$ cat config.mk
export PLATFORM = sky130hd
export DESIGN_NAME = bcbd_core
export DESIGN_NICKNAME = d
export VERILOG_FILES = /design/src/bcbd_pkg.sv /design/src/bcbd_branch_cond.sv /design/src/bcbd_core.sv /design/src/bcbd_ea_gen.sv
export SDC_FILE = /design/constraint.sdc
export NUM_CORES = 1
export LEC_CHECK = 0
export CORE_ASPECT_RATIO = 0.5
export CORE_MARGIN = 4
export CORE_UTILIZATION = 35
export DETAILED_ROUTE_END_ITERATION = 8
export DONT_BUFFER_PORTS = 1
export PLACE_DENSITY = 0.46
export RECOVER_POWER = 25
export SLEW_MARGIN = 20
export SYNTH_ARGS = -nofsm -noshare
export SYNTH_HDL_FRONTEND = slang
export SYNTH_SLANG_ARGS = --single-unit
$ cat constraint.sdc
create_clock -name clk -period 9.5 [get_ports clk]
set_input_delay 1.9 -clock clk [delete_from_list [all_inputs] [get_ports clk]]
set_output_delay 1.9 -clock clk [all_outputs]
set_load 0.01 [all_outputs]
$ cat src/bcbd_pkg.sv
// constants for the bit clear, branch and and-test decode block
// assumes one machine cycle per clock at 10 MHz
package bcbd_pkg;
	// ---------------------------------------------------------------
	// opcodes
	// ---------------------------------------------------------------
	localparam logic [7:0] CLR_MASK = 8'hf1;
	localparam logic [7:0] OP_CLR_BASE = 8'h11;
	localparam logic [7:0] OP_BR_UGT = 8'h22;
	localparam logic [7:0] OP_BR_ULE = 8'h23;
	localparam logic [7:0] OP_BR_CC = 8'h24;
	localparam logic [7:0] OP_BR_CS = 8'h25;
	localparam logic [7:0] OP_BR_EQ = 8'h27;
	localparam logic [7:0] OP_BR_HCC = 8'h28;
	localparam logic [7:0] OP_BR_HCS = 8'h29;
	localparam logic [7:0] OP_BR_PINL = 8'h2e;
	localparam logic [7:0] OP_BR_PINH = 8'h2f;
	localparam logic [3:0] TST_LO = 4'h5;
	localparam logic [3:0] TST_HI_IMM = 4'ha;
	localparam logic [3:0] TST_HI_DIR = 4'hb;
	localparam logic [3:0] TST_HI_EXT = 4'hc;
	localparam logic [3:0] TST_HI_IX2 = 4'hd;
	localparam logic [3:0] TST_HI_IX1 = 4'he;
	localparam logic [3:0] TST_HI_IX0 = 4'hf;
	// ---------------------------------------------------------------
	// condition code bit positions
	// ---------------------------------------------------------------
	localparam int CC_C = 0;
	localparam int CC_Z = 1;
	localparam int CC_N = 2;
	localparam int CC_I = 3;
	localparam int CC_H = 4;
	// ---------------------------------------------------------------
	// machine cycle counts and lengths in bytes
	// ---------------------------------------------------------------
	localparam logic [2:0] CYC_CLR = 3'h4;
	localparam logic [2:0] CYC_BR_NT = 3'h2;
	localparam logic [2:0] CYC_BR_T = 3'h3;
	localparam logic [2:0] CYC_TST_IMM = 3'h2;
	localparam logic [2:0] CYC_TST_DIR = 3'h3;
	localparam logic [2:0] CYC_TST_EXT = 3'h4;
	localparam logic [2:0] CYC_TST_IX2 = 3'h5;
	localparam logic [2:0] CYC_TST_IX1 = 3'h4;
	localparam logic [2:0] CYC_TST_IX0 = 3'h2;
	localparam logic [11:0] LEN_1 = 12'h001;
	localparam logic [11:0] LEN_2 = 12'h002;
	localparam logic [11:0] LEN_3 = 12'h003;
	// ---------------------------------------------------------------
	// operand addressing modes and sequencer states
	// ---------------------------------------------------------------
	typedef enum logic [2:0] {
		MODE_IMM = 3'b000,
		MODE_DIR = 3'b001,
		MODE_EXT = 3'b010,
		MODE_IX2 = 3'b011,
		MODE_IX1 = 3'b100,
		MODE_IX0 = 3'b101
	} bcbd_mode_t;
	typedef enum logic [1:0] {
		ST_IDLE = 2'b00,
		ST_RMEM = 2'b01,
		ST_WAIT = 2'b10
	} bcbd_state_t;
endpackage

$ cat src/bcbd_branch_cond.sv
// branch condition evaluator for the relative branch group
// assumes condition codes and pin level are stable in the start cycle
`timescale 1ns/1ps
module bcbd_branch_cond (
	input wire logic [7:0] opcode,
	input wire logic [4:0] cc,
	input wire logic irq_pin,
	output logic is_branch,
	output logic take
);
	// ---------------------------------------------------------------
	// condition table
	// ---------------------------------------------------------------
	// pin branches look at the live pin, never a latched request
	always_comb
	begin
		is_branch = 1'b1;
		take = 1'b0;
		unique case (opcode)
			bcbd_pkg::OP_BR_UGT: take = ~(cc[bcbd_pkg::CC_C] | cc[bcbd_pkg::CC_Z]);
			bcbd_pkg::OP_BR_ULE: take = cc[bcbd_pkg::CC_C] | cc[bcbd_pkg::CC_Z];
			bcbd_pkg::OP_BR_CC: take = ~cc[bcbd_pkg::CC_C];
			bcbd_pkg::OP_BR_CS: take = cc[bcbd_pkg::CC_C];
			bcbd_pkg::OP_BR_EQ: take = cc[bcbd_pkg::CC_Z];
			bcbd_pkg::OP_BR_HCC: take = ~cc[bcbd_pkg::CC_H];
			bcbd_pkg::OP_BR_HCS: take = cc[bcbd_pkg::CC_H];
			bcbd_pkg::OP_BR_PINL: take = ~irq_pin;
			bcbd_pkg::OP_BR_PINH: take = irq_pin;
			default: is_branch = 1'b0;
		endcase
	end
endmodule // bcbd_branch_cond

$ cat src/bcbd_core.sv
// decode and execute of clear-bit, relative branch and and-test opcodes
// assumes the fetch path hands over opcode and operand bytes with start,
// and data memory answers a read in the same cycle (asynchronous read)
`timescale 1ns/1ps
module bcbd_core (
	input wire logic clk,
	input wire logic reset,
	input wire logic start,
	input wire logic [7:0] opcode,
	input wire logic [7:0] op1,
	input wire logic [7:0] op2,
	input wire logic [11:0] pc_in,
	input wire logic [4:0] cc_in,
	input wire logic [7:0] acc_in,
	input wire logic [7:0] x_in,
	input wire logic irq_pin,
	input wire logic [7:0] mem_rdata,
	output logic busy,
	output logic done,
	output logic illegal,
	output logic [11:0] pc_out,
	output logic [4:0] cc_out,
	output logic [11:0] mem_addr,
	output logic mem_rd,
	output logic mem_wr,
	output logic [7:0] mem_wdata
);
	// ---------------------------------------------------------------
	// declarations
	// ---------------------------------------------------------------
	bcbd_pkg::bcbd_state_t state;
	bcbd_pkg::bcbd_mode_t mode;
	logic [2:0] cnt;
	logic is_clr;
	logic is_tst;
	logic is_branch;
	logic take;
	logic legal;
	logic needs_read;
	logic [2:0] next_cyc;
	logic [11:0] next_len;
	logic [11:0] next_pc;
	logic [11:0] ea;
	logic [11:0] rel_ext;
	logic start_ok;
	logic clr_q;
	logic tst_q;
	logic [2:0] bit_q;
	logic [7:0] acc_q;
	logic [7:0] and_res;

	assign start_ok = start & ~busy;

	// ---------------------------------------------------------------
	// decode
	// ---------------------------------------------------------------
	// clear-bit: mask keeps the odd low bit and the 1x high nibble
	assign is_clr = (opcode & bcbd_pkg::CLR_MASK) == bcbd_pkg::OP_CLR_BASE;
	assign is_tst = (opcode[3:0] == bcbd_pkg::TST_LO) && (opcode[7:4] >= bcbd_pkg::TST_HI_IMM);
	// one signed offset byte follows the opcode
	assign rel_ext = {{4{op1[7]}}, op1};

	bcbd_branch_cond u_cond (
		.opcode(opcode),
		.cc(cc_in),
		.irq_pin(irq_pin),
		.is_branch(is_branch),
		.take(take)
	);

	bcbd_ea_gen u_ea (
		.mode(mode),
		.op1(op1),
		.op2(op2),
		.x(x_in),
		.ea(ea)
	);

	// cycle count, length and operand source per opcode
	always_comb
	begin
		legal = 1'b1;
		needs_read = 1'b0;
		next_cyc = bcbd_pkg::CYC_BR_NT;
		next_len = bcbd_pkg::LEN_2;
		mode = bcbd_pkg::MODE_DIR;
		if (is_clr)
		begin
			needs_read = 1'b1;
			next_cyc = bcbd_pkg::CYC_CLR;
		end
		else if (is_branch)
		begin
			next_cyc = take ? bcbd_pkg::CYC_BR_T : bcbd_pkg::CYC_BR_NT;
		end
		else if (is_tst)
		begin
			needs_read = 1'b1;
			unique case (opcode[7:4])
				bcbd_pkg::TST_HI_IMM:
				begin
					mode = bcbd_pkg::MODE_IMM;
					needs_read = 1'b0;
					next_cyc = bcbd_pkg::CYC_TST_IMM;
				end
				bcbd_pkg::TST_HI_DIR: next_cyc = bcbd_pkg::CYC_TST_DIR;
				bcbd_pkg::TST_HI_EXT:
				begin
					mode = bcbd_pkg::MODE_EXT;
					next_cyc = bcbd_pkg::CYC_TST_EXT;
					next_len = bcbd_pkg::LEN_3;
				end
				bcbd_pkg::TST_HI_IX2:
				begin
					mode = bcbd_pkg::MODE_IX2;
					next_cyc = bcbd_pkg::CYC_TST_IX2;
					next_len = bcbd_pkg::LEN_3;
				end
				bcbd_pkg::TST_HI_IX1:
				begin
					mode = bcbd_pkg::MODE_IX1;
					next_cyc = bcbd_pkg::CYC_TST_IX1;
				end
				bcbd_pkg::TST_HI_IX0:
				begin
					mode = bcbd_pkg::MODE_IX0;
					next_cyc = bcbd_pkg::CYC_TST_IX0;
					next_len = bcbd_pkg::LEN_1;
				end
				default: legal = 1'b0;
			endcase
		end
		else
		begin
			legal = 1'b0;
		end
	end

	// taken branch adds the offset on top of the step past the branch
	assign next_pc = (is_branch && take) ? pc_in + next_len + rel_ext : pc_in + next_len;

	// ---------------------------------------------------------------
	// sequencer
	// ---------------------------------------------------------------
	// a single down-counter pads every instruction to its cycle count
	always_ff @(posedge clk)
	begin
		if (reset)
		begin
			state <= bcbd_pkg::ST_IDLE;
			cnt <= 3'h0;
			busy <= 1'b0;
			done <= 1'b0;
		end
		else
		begin
			done <= 1'b0;
			unique case (state)
				bcbd_pkg::ST_IDLE:
				begin
					if (start_ok && !legal)
					begin
						done <= 1'b1;
					end
					else if (start_ok)
					begin
						busy <= 1'b1;
						cnt <= next_cyc - 3'h1;
						state <= needs_read ? bcbd_pkg::ST_RMEM : bcbd_pkg::ST_WAIT;
					end
				end
				default:
				begin
					cnt <= cnt - 3'h1;
					state <= bcbd_pkg::ST_WAIT;
					if (cnt == 3'h1)
					begin
						done <= 1'b1;
						busy <= 1'b0;
						state <= bcbd_pkg::ST_IDLE;
					end
				end
			endcase
		end
	end

	// ---------------------------------------------------------------
	// latched instruction context
	// ---------------------------------------------------------------
	always_ff @(posedge clk)
	begin
		if (reset)
		begin
			clr_q <= 1'b0;
			tst_q <= 1'b0;
			bit_q <= 3'h0;
			acc_q <= 8'h00;
			illegal <= 1'b0;
		end
		else if (start_ok)
		begin
			clr_q <= is_clr;
			tst_q <= is_tst & legal;
			bit_q <= opcode[3:1];
			acc_q <= acc_in;
			illegal <= ~legal;
		end
	end

	// ---------------------------------------------------------------
	// data memory port
	// ---------------------------------------------------------------
	// read in the cycle after start, clear-bit writes back one cycle later
	always_ff @(posedge clk)
	begin
		if (reset)
		begin
			mem_addr <= 12'h000;
			mem_rd <= 1'b0;
			mem_wr <= 1'b0;
			mem_wdata <= 8'h00;
		end
		else
		begin
			mem_rd <= 1'b0;
			mem_wr <= 1'b0;
			if (state == bcbd_pkg::ST_IDLE && start_ok && legal && needs_read)
			begin
				mem_rd <= 1'b1;
				mem_addr <= ea;
			end
			if (state == bcbd_pkg::ST_RMEM && clr_q)
			begin
				mem_wr <= 1'b1;
				mem_wdata <= mem_rdata & ~(8'h01 << bit_q);
			end
		end
	end

	// ---------------------------------------------------------------
	// program counter and condition codes
	// ---------------------------------------------------------------
	// the accumulator is never written back, so and-test leaves it alone
	assign and_res = (state == bcbd_pkg::ST_RMEM) ? (acc_q & mem_rdata) : (acc_in & op1);

	always_ff @(posedge clk)
	begin
		if (reset)
		begin
			pc_out <= 12'h000;
			cc_out <= 5'h00;
		end
		else if (state == bcbd_pkg::ST_IDLE && start_ok)
		begin
			// illegal opcodes report the entry pc unchanged
			pc_out <= legal ? next_pc : pc_in;
			cc_out <= cc_in;
			if (is_tst && mode == bcbd_pkg::MODE_IMM)
			begin
				cc_out[bcbd_pkg::CC_N] <= and_res[7];
				cc_out[bcbd_pkg::CC_Z] <= and_res == 8'h00;
			end
		end
		else if (state == bcbd_pkg::ST_RMEM && tst_q)
		begin
			cc_out[bcbd_pkg::CC_N] <= and_res[7];
			cc_out[bcbd_pkg::CC_Z] <= and_res == 8'h00;
		end
	end
endmodule // bcbd_core

$ cat src/bcbd_ea_gen.sv
// effective address generator for direct, extended and indexed modes
// assumes a 12-bit data address space; index sums wrap at 12 bits
`timescale 1ns/1ps
module bcbd_ea_gen (
	input wire bcbd_pkg::bcbd_mode_t mode,
	input wire logic [7:0] op1,
	input wire logic [7:0] op2,
	input wire logic [7:0] x,
	output logic [11:0] ea
);
	// ---------------------------------------------------------------
	// address forming
	// ---------------------------------------------------------------
	// two-byte forms drop the top nibble of the high byte
	always_comb
	begin
		unique case (mode)
			bcbd_pkg::MODE_EXT: ea = {op1[3:0], op2};
			bcbd_pkg::MODE_IX2: ea = {op1[3:0], op2} + {4'h0, x};
			bcbd_pkg::MODE_IX1: ea = {4'h0, op1} + {4'h0, x};
			bcbd_pkg::MODE_IX0: ea = {4'h0, x};
			default: ea = {4'h0, op1};
		endcase
	end
endmodule // bcbd_ea_gen

==> metrics.csv, run 1 <==
metric;value;unit
antenna_found_initial;0;
ioPinCount;111;
die_w;173;um
grt_start_max_net_pins;57;
floorplan.core_area;13000;um^2
critical-path-max-stage-delay;540;ps
dieArea;15700;um^2
cp_data_required_time;9720;ps
yosys-top-cells-count;nand2_1 (87), dfxtp_1 (60), a21oi_1 (57);
finClkSkew;9.97;ps
die_y;90.6;um
synth_area_leaders;dfxtp_1 (25%), ha_1 (9.2%), nand2_1 (6.8%), a21oi_1 (6.0%), nor2_1 (4.3%);
cts_setup_buffers;0;
vdd_ir_drop_max;0.0784;mV
pwr-share-clk;0.439;
internal_power;545;uW
rsz0062_at_grt;false;
drt-vias-per-instance;5.80;
path_clk_slew;60;ps
crit_chain;nand2b_1 -> or2_2 -> nor2_1 -> nand2_1 -> ha_1 -> a21oi_1 -> or2b_1 -> xnor2_1 -> ha_1 -> o21ai_0 -> o21ai_0 -> and4b_1 -> a211oi_1 -> or3_1 -> a41o_1;
drtAntennaViolNets;0;
htreeDepth;3;
powerDensity;150;nW/um^2
area.growth.synth_to_final;9.19;%
fin_crit_sh;0.603;
grt_pass1_vias;4484;
wl;16.1;mm
grt_remaining_overflow;0;
postSynthCellCount;618;
start_util;0.368;
path_max_fanout;10;
yosysTopAreaCellShare;0.251;
yosys_warnings;0;
clk_latency;330;ps
first_pass_iters;5;
leakage;0.00198;uW
num_vias;4538;
wl_per_cell;20.6;um
drive_gt1_frac;0.0636;
cap_violations;0;
nets;716;
switching_share;0.302;
async_flop_share;0;
cts_buffer_depth;2;
drc_errors;0;
yosysMostFrequentCell;nand2_1;
critPathLaunchType;primary input;
rows;29;
path_class;in2reg;
slowest_stage;nor2_1;
slew_violations;0;
synth_area;4780;um^2
arrival;5950;ps
grt_pass1_wl;25.8;mm
place.port_buffers;0;
cts_root_buf;clkbuf_16;
setup_viol;0;
syn_area_per_cell;7.73;um^2
cts_sinks;60;
fin_tns_setup;0;ps
place_hpwl;12.5;mm
crit_family;simple AND/OR/NAND/NOR gates;
synth-edff-count;0;
synth_flop_cell;dfxtp_1;
finalCriticalPeriod;5730;ps
yosysTopAreaCell;dfxtp_1;
holdBufCountCts;0;
cts_resized;0;
p_comb_frac;0.209;
finalHoldViolCount;0;
pwr-share-seq;0.352;
gp_congestion;0.847;
endpoint_kind;flop;
numCtsBuffers;9;
fmax;175;MHz
syn_nets;726;
cts_tree;yes;
ys_seq_elements;60;
seq_area_frac_synth;0.251;
antenna_cells;0;
outcome;complete, no violations;
grtUsageTotal;0.205;
tightest_slew;978;ps
critical_path_buf_inv_count;0;
hold_path.class;reg2reg;
drt_iter0_markers;279;
power.net_switching;235;uW
ys_types;76;
fin_util;0.402;
slew_headroom;0.342;
[worst reg2reg max path: cells and delay by family, from the launching register on]
kind | cells | cell delay [ps]
flip-flops | 1 | 380
AND/OR/NAND/NOR | 2 | 1020
AO/OA/AOI/OAI | 3 | 1420
[layout make-up]
cell class	count	area [um^2]
inverter	18	67.6
multi-input combinational	515	3400
clock buffer	10	239
tap	170	213
timing repair buffer	4	30.0
sequential	60	1200
fill	1357	7770
clock inverter	6	71.3
[stage by stage]
| stage | total power [uW] | hold slack, ps | worst slack, ps | cell area, um^2 | std cells |
|---|---|---|---|---|---|
| final | 780 | 450 | 3770 | 5220 | 783 |
| after global routing | 821 | 465 | 3390 | 5220 | 783 |
| after CTS | 789 | 453 | 3800 | 5220 | 783 |
| after detailed placement | 442 | 445 | 3450 | 4910 | 767 |
| after global placement | 443 | 438 | 3600 | 4910 | 767 |
| after floorplan | 413 | 434 | 3970 | 4780 | 618 |
[state kept, by name, indices dropped and copies added (netlist names)]
name,flops
mem_addr,12
pc_out,12
acc_q,8
mem_wdata,8
cc_out,5
bit_q,3
cnt,3
state,2
busy,1
clr_q,1
done,1
illegal,1
mem_rd,1
mem_wr,1
tst_q,1
[power groups by stage]
| stage | clock network (uW) | logic (uW) | registers, uW |
|---|---|---|---|
| 5_1_grt | 359 | 186 | 276 |
| 2_1_floorplan | 0 | 135 | 277 |
| 4_1_cts | 351 | 163 | 275 |
| 3_3_place_gp | 0 | 162 | 281 |
| 3_5_place_dp | 0 | 162 | 281 |
| 6_report | 342 | 163 | 275 |
[metal layers]
| metal | wire [um] | global-route usage |
|---|---|---|
| met5 | 0 | 0 |
| met2 | 6850 | 0.305 |
| met4 | 154 | 0.0398 |
| met3 | 1050 | 0.0540 |
| met1 | 8070 | 0.298 |
[placed cells by master (no fill, tap or decap), types with 4 or more instances in the layout]
cell type	instances
a31oi_1	5
nor4_1	6
mux2i_1	8
o21ai_1	4
xor2_1	16
dfxtp_1	60
nand2b_1	11
a22oi_1	4
o21ai_0	32
nand3_1	15
xnor2_1	14
o22ai_1	5
o31ai_1	4
nor3_1	14
nand2_1	87
a21o_1	10
nor2_1	55
a21oi_1	57
o311ai_0	6
buf_4	4
fa_1	4
a211oi_1	16
o211ai_1	15
a221oi_1	4
and3_1	9
mux2_2	5
clkbuf_16	9
inv_1	18
ha_1	35
[logic make-up (layout without fill, tap and decap cells)]
logic type	count (synthesis)	count (layout)	synth area share
simple gates	234	234	0.238
fa+ha+maj	39	39	0.108
mux	15	15	0.0356
buf+inv	43	38	0.0393
compound gates	197	197	0.273
xor+xnor	30	30	0.0550
flops	60	60	0.251
[final timing paths]
kind | from | to | slack (ps) | cells after the start
setup / recovery | opcode[3] | pc_out[11] | 3770 | 15
hold / removal | acc_q[5] | acc_q[5] | 450 | 2
setup reg to reg | state[0] | mem_addr[6] | 6580 | 5
hold reg to reg | acc_q[5] | acc_q[5] | 450 | 2
Note: power is estimated with default switching activity, not from simulation.
==> run 2: changes to the inputs <==
--- a/config.mk
+++ b/config.mk
@@ -5,6 +5,7 @@
 export SDC_FILE = /design/constraint.sdc
 export NUM_CORES = 1
 export LEC_CHECK = 0
+export ABC_AREA = 1
 export CORE_ASPECT_RATIO = 0.5
 export CORE_MARGIN = 4
 export CORE_UTILIZATION = 35
==> constraint.sdc (replaced) <==
create_clock -name clk -period 5.3 [get_ports clk]
set_input_delay 1.06 -clock clk [delete_from_list [all_inputs] [get_ports clk]]
set_output_delay 1.06 -clock clk [all_outputs]
set_load 0.01 [all_outputs]
==> metrics.csv, run 2 <==
metric;value;unit;change
fillers;1609;;+19%
ys_seq_elements;60;;unchanged
rsz0062_at_grt;false;;
leakage;0.00285;uW;+44%
place_hpwl;14.4;mm;+15%
synth_flop_cell;dfxtp_1;;
pwr-share-seq;0.367;;+0.015
biggestRegsByFlops;mem_addr x12, pc_out x12;;
synthXorXnorAreaFrac;0.0340;;-0.0210
die_w;180;um;+3.7%
cts_buffer_depth;2;;unchanged
final_common_cell;nand2_1;;
cap_violations;0;;unchanged
antenna_cells;0;;unchanged
yosysTopAreaCellShare;0.233;;-0.0182
finalHoldViolCount;0;;unchanged
slew_violations;0;;unchanged
cts_setup_buffers;0;;unchanged
grtUsageTotal;0.211;;+0.00521
yosys_warnings;0;;unchanged
cts_resized;0;;unchanged
tightest_slew;1340;ps;+363 ps
postSynthCellCount;846;;+37%
numCtsBuffers;9;;unchanged
arrival;4530;ps;-1420 ps
outcome;complete, no violations;;
htreeDepth;3;;unchanged
final_cell_mix;nand2_1 (246), inv_1 (116), nor2_1 (89);;
start_util;0.357;;-0.0109
synth_simple_gate_area_share;0.382;;+0.144
cp-startpoint;opcode[3];;
async_flop_share;0;;unchanged
ioPinCount;111;;unchanged
yosys-top-cells-count;nand2_1 (246), inv_1 (116), nor2_1 (89);;
p_comb_frac;0.216;;+0.007
switching_share;0.335;;+0.0329
seq_area_frac_synth;0.233;;-0.0182
grt_pass1_wl;27.7;mm;+7.1%
power;1350;uW;+73%
place.port_buffers;0;;unchanged
grt_pass1_vias;4835;;+7.8%
wl_per_cell;17.0;um;-17%
finalCriticalPeriod;4270;ps;
drt-vias-per-instance;5.07;;-13%
nets;949;;+33%
syn_nets;954;;+31%
slew_headroom;0.106;;-0.237
finClkSkew;9.09;ps;-0.879 ps
synth_top_family_by_area;simple AND/OR/NAND/NOR gates;;
whs;481;ps;+31.5 ps
r2r-end;mem_addr[10];;
grt_start_max_net_pins;35;;-39%
die_y;93.8;um;+3.5%
critPathCapture;pc_out[9];;
clk_latency;340;ps;about the same
grt_remaining_overflow;0;;unchanged
rows;31;;+6.9%
ys_types;43;;-43%
setup_viol;0;;unchanged
drc_errors;0;;unchanged
fin_util;0.387;;-0.0150
powerDensity;242;nW/um^2;+62%
antenna_found_initial;0;;unchanged
drt_iter0_markers;421;;+51%
critPathLaunchType;primary input;;
fin_crit_sh;0.805;;
cts_root_buf;clkbuf_16;;
vdd_ir_drop_max;0.149;mV;+90%
endpoint_kind;flop;;
hold_path.class;reg2reg;;
syn_area_per_cell;6.09;um^2;-21%
regToRegStartpoint;state[1];;
synth_area_leaders;dfxtp_1 (23%), nand2_1 (18%), ha_1 (8.5%), inv_1 (8.5%), nand3_1 (7.7%);;
fin_tns_setup;0;ps;unchanged
synth-edff-count;0;;unchanged
synthMuxAreaShare;0;;-0.0356
fmax;234;MHz;
power.net_switching;451;uW;+92%
num_vias;5291;;+17%
wl;17.8;mm;+10%
yosysTopAreaCell;dfxtp_1;;
gp_congestion;0.912;;+7.6%
area.growth.synth_to_final;8.30;%;
floorplan.core_area;14400;um^2;+11%
yosysMostFrequentCell;nand2_1;;
dieArea;16800;um^2;+7.3%
internal_power;897;uW;+65%
synth_compound_area_frac;0.141;;-0.132
path_class;in2reg;;
cts_sinks;60;;unchanged
drive_gt1_frac;0.0496;;-0.0140
synth_area;5150;um^2;+7.8%
place_inst;1028;;+34%
first_pass_iters;5;;unchanged
holdBufCountCts;0;;unchanged
drtAntennaViolNets;0;;unchanged
path_max_fanout;11;;+1
rr_worst_depth;8;;+3
fin_cells;1044;;+33%
cp_data_required_time;5570;ps;-4150 ps
pwr-share-clk;0.417;;-0.022
cts_tree;yes;;
path_clk_slew;60;ps;about the same
r2r_slack;3060;ps;-3520 ps
synthAdderAreaFrac;0.101;;-0.00784
-- run 2: changes by cell type after synthesis, sizes merged, moves of 11 or more --
cell | before | now
nor3 | 16 | 4
nor2 | 55 | 95
o21ai | 36 | 48
inv | 18 | 120
nand2 | 87 | 253
a211oi | 17 | 0
nand4 | 3 | 19
nand3 | 16 | 81
nand2b | 11 | 0
-- run 2: power groups by stage --
stage | registers, uW | clock network [uW] | logic (uW)
3_5_place_dp | 504 | 0 | 289
6_report | 494 | 562 | 291
4_1_cts | 495 | 574 | 291
5_1_grt | 497 | 596 | 336
2_1_floorplan | 499 | 0 | 234
3_3_place_gp | 505 | 0 | 290
-- run 2: logic make-up after synthesis --
| kind of cell | after synthesis |
|---|---|
| and+or+nand+nor | 460 |
| AOI/OAI and AO/OA | 128 |
| DFF | 60 |
| xor gates and xnor gates | 20 |
| adders and majority gates | 39 |
| buffers and inverters | 139 |
-- run 2: layout make-up --
type	count	area (um^2)	area share
multi-input cells	647	3390	0.607
well taps	198	248	0.0444
flip-flops and latches	60	1200	0.215
clock inverters	7	51.3	0.00919
repair buffers	2	11.3	0.00202
inverters	121	455	0.0816
clock buffers	9	225	0.0404
-- run 2: worst min-delay path by stage --
stage,from,to,cells after the start
CTS,acc_q[3],acc_q[3],2
global route,acc_q[7],acc_q[7],2
floorplan,clr_q,mem_wr,2
detailed placement,acc_q[3],acc_q[3],2
finish,acc_q[3],acc_q[3],2
global placement,acc_q[7],acc_q[7],2
-- run 2: critical path: stages --
cell     delay [ps]
inv_1            50
nand2_1         160
nor2_4          250
nand2_1         290
nor2_1          170
ha_1            180
inv_1            50
fa_1            390
inv_1            70
nand2_1          70
nor2_1          180
nand2_1         120
xor2_1          180
ha_1            380
nand2_1         110
nor2_1          160
nand3_1         120
nand3_1         100
nand2_1          50
nand2_1          70
nand2_1          60
nand3_1          80
nand2_1          60
a21oi_1         110
-- run 2: per-layer routing --
metal,share of wire,routed length (um),global-route usage
met4,0.0068,121,0.0342
met1,0.53,9360,0.318
met5,0,0,0
met2,0.39,6930,0.299
met3,0.076,1350,0.0568
-- run 2: per-stage QoR --
step / area (um^2) / worst slack [ps]
CTS: 5580 / 1050
detailed placement: 5310 / 719
global placement: 5310 / 901
global route: 5580 / 601
floorplan: 5150 / 1320
finish: 5580 / 1030
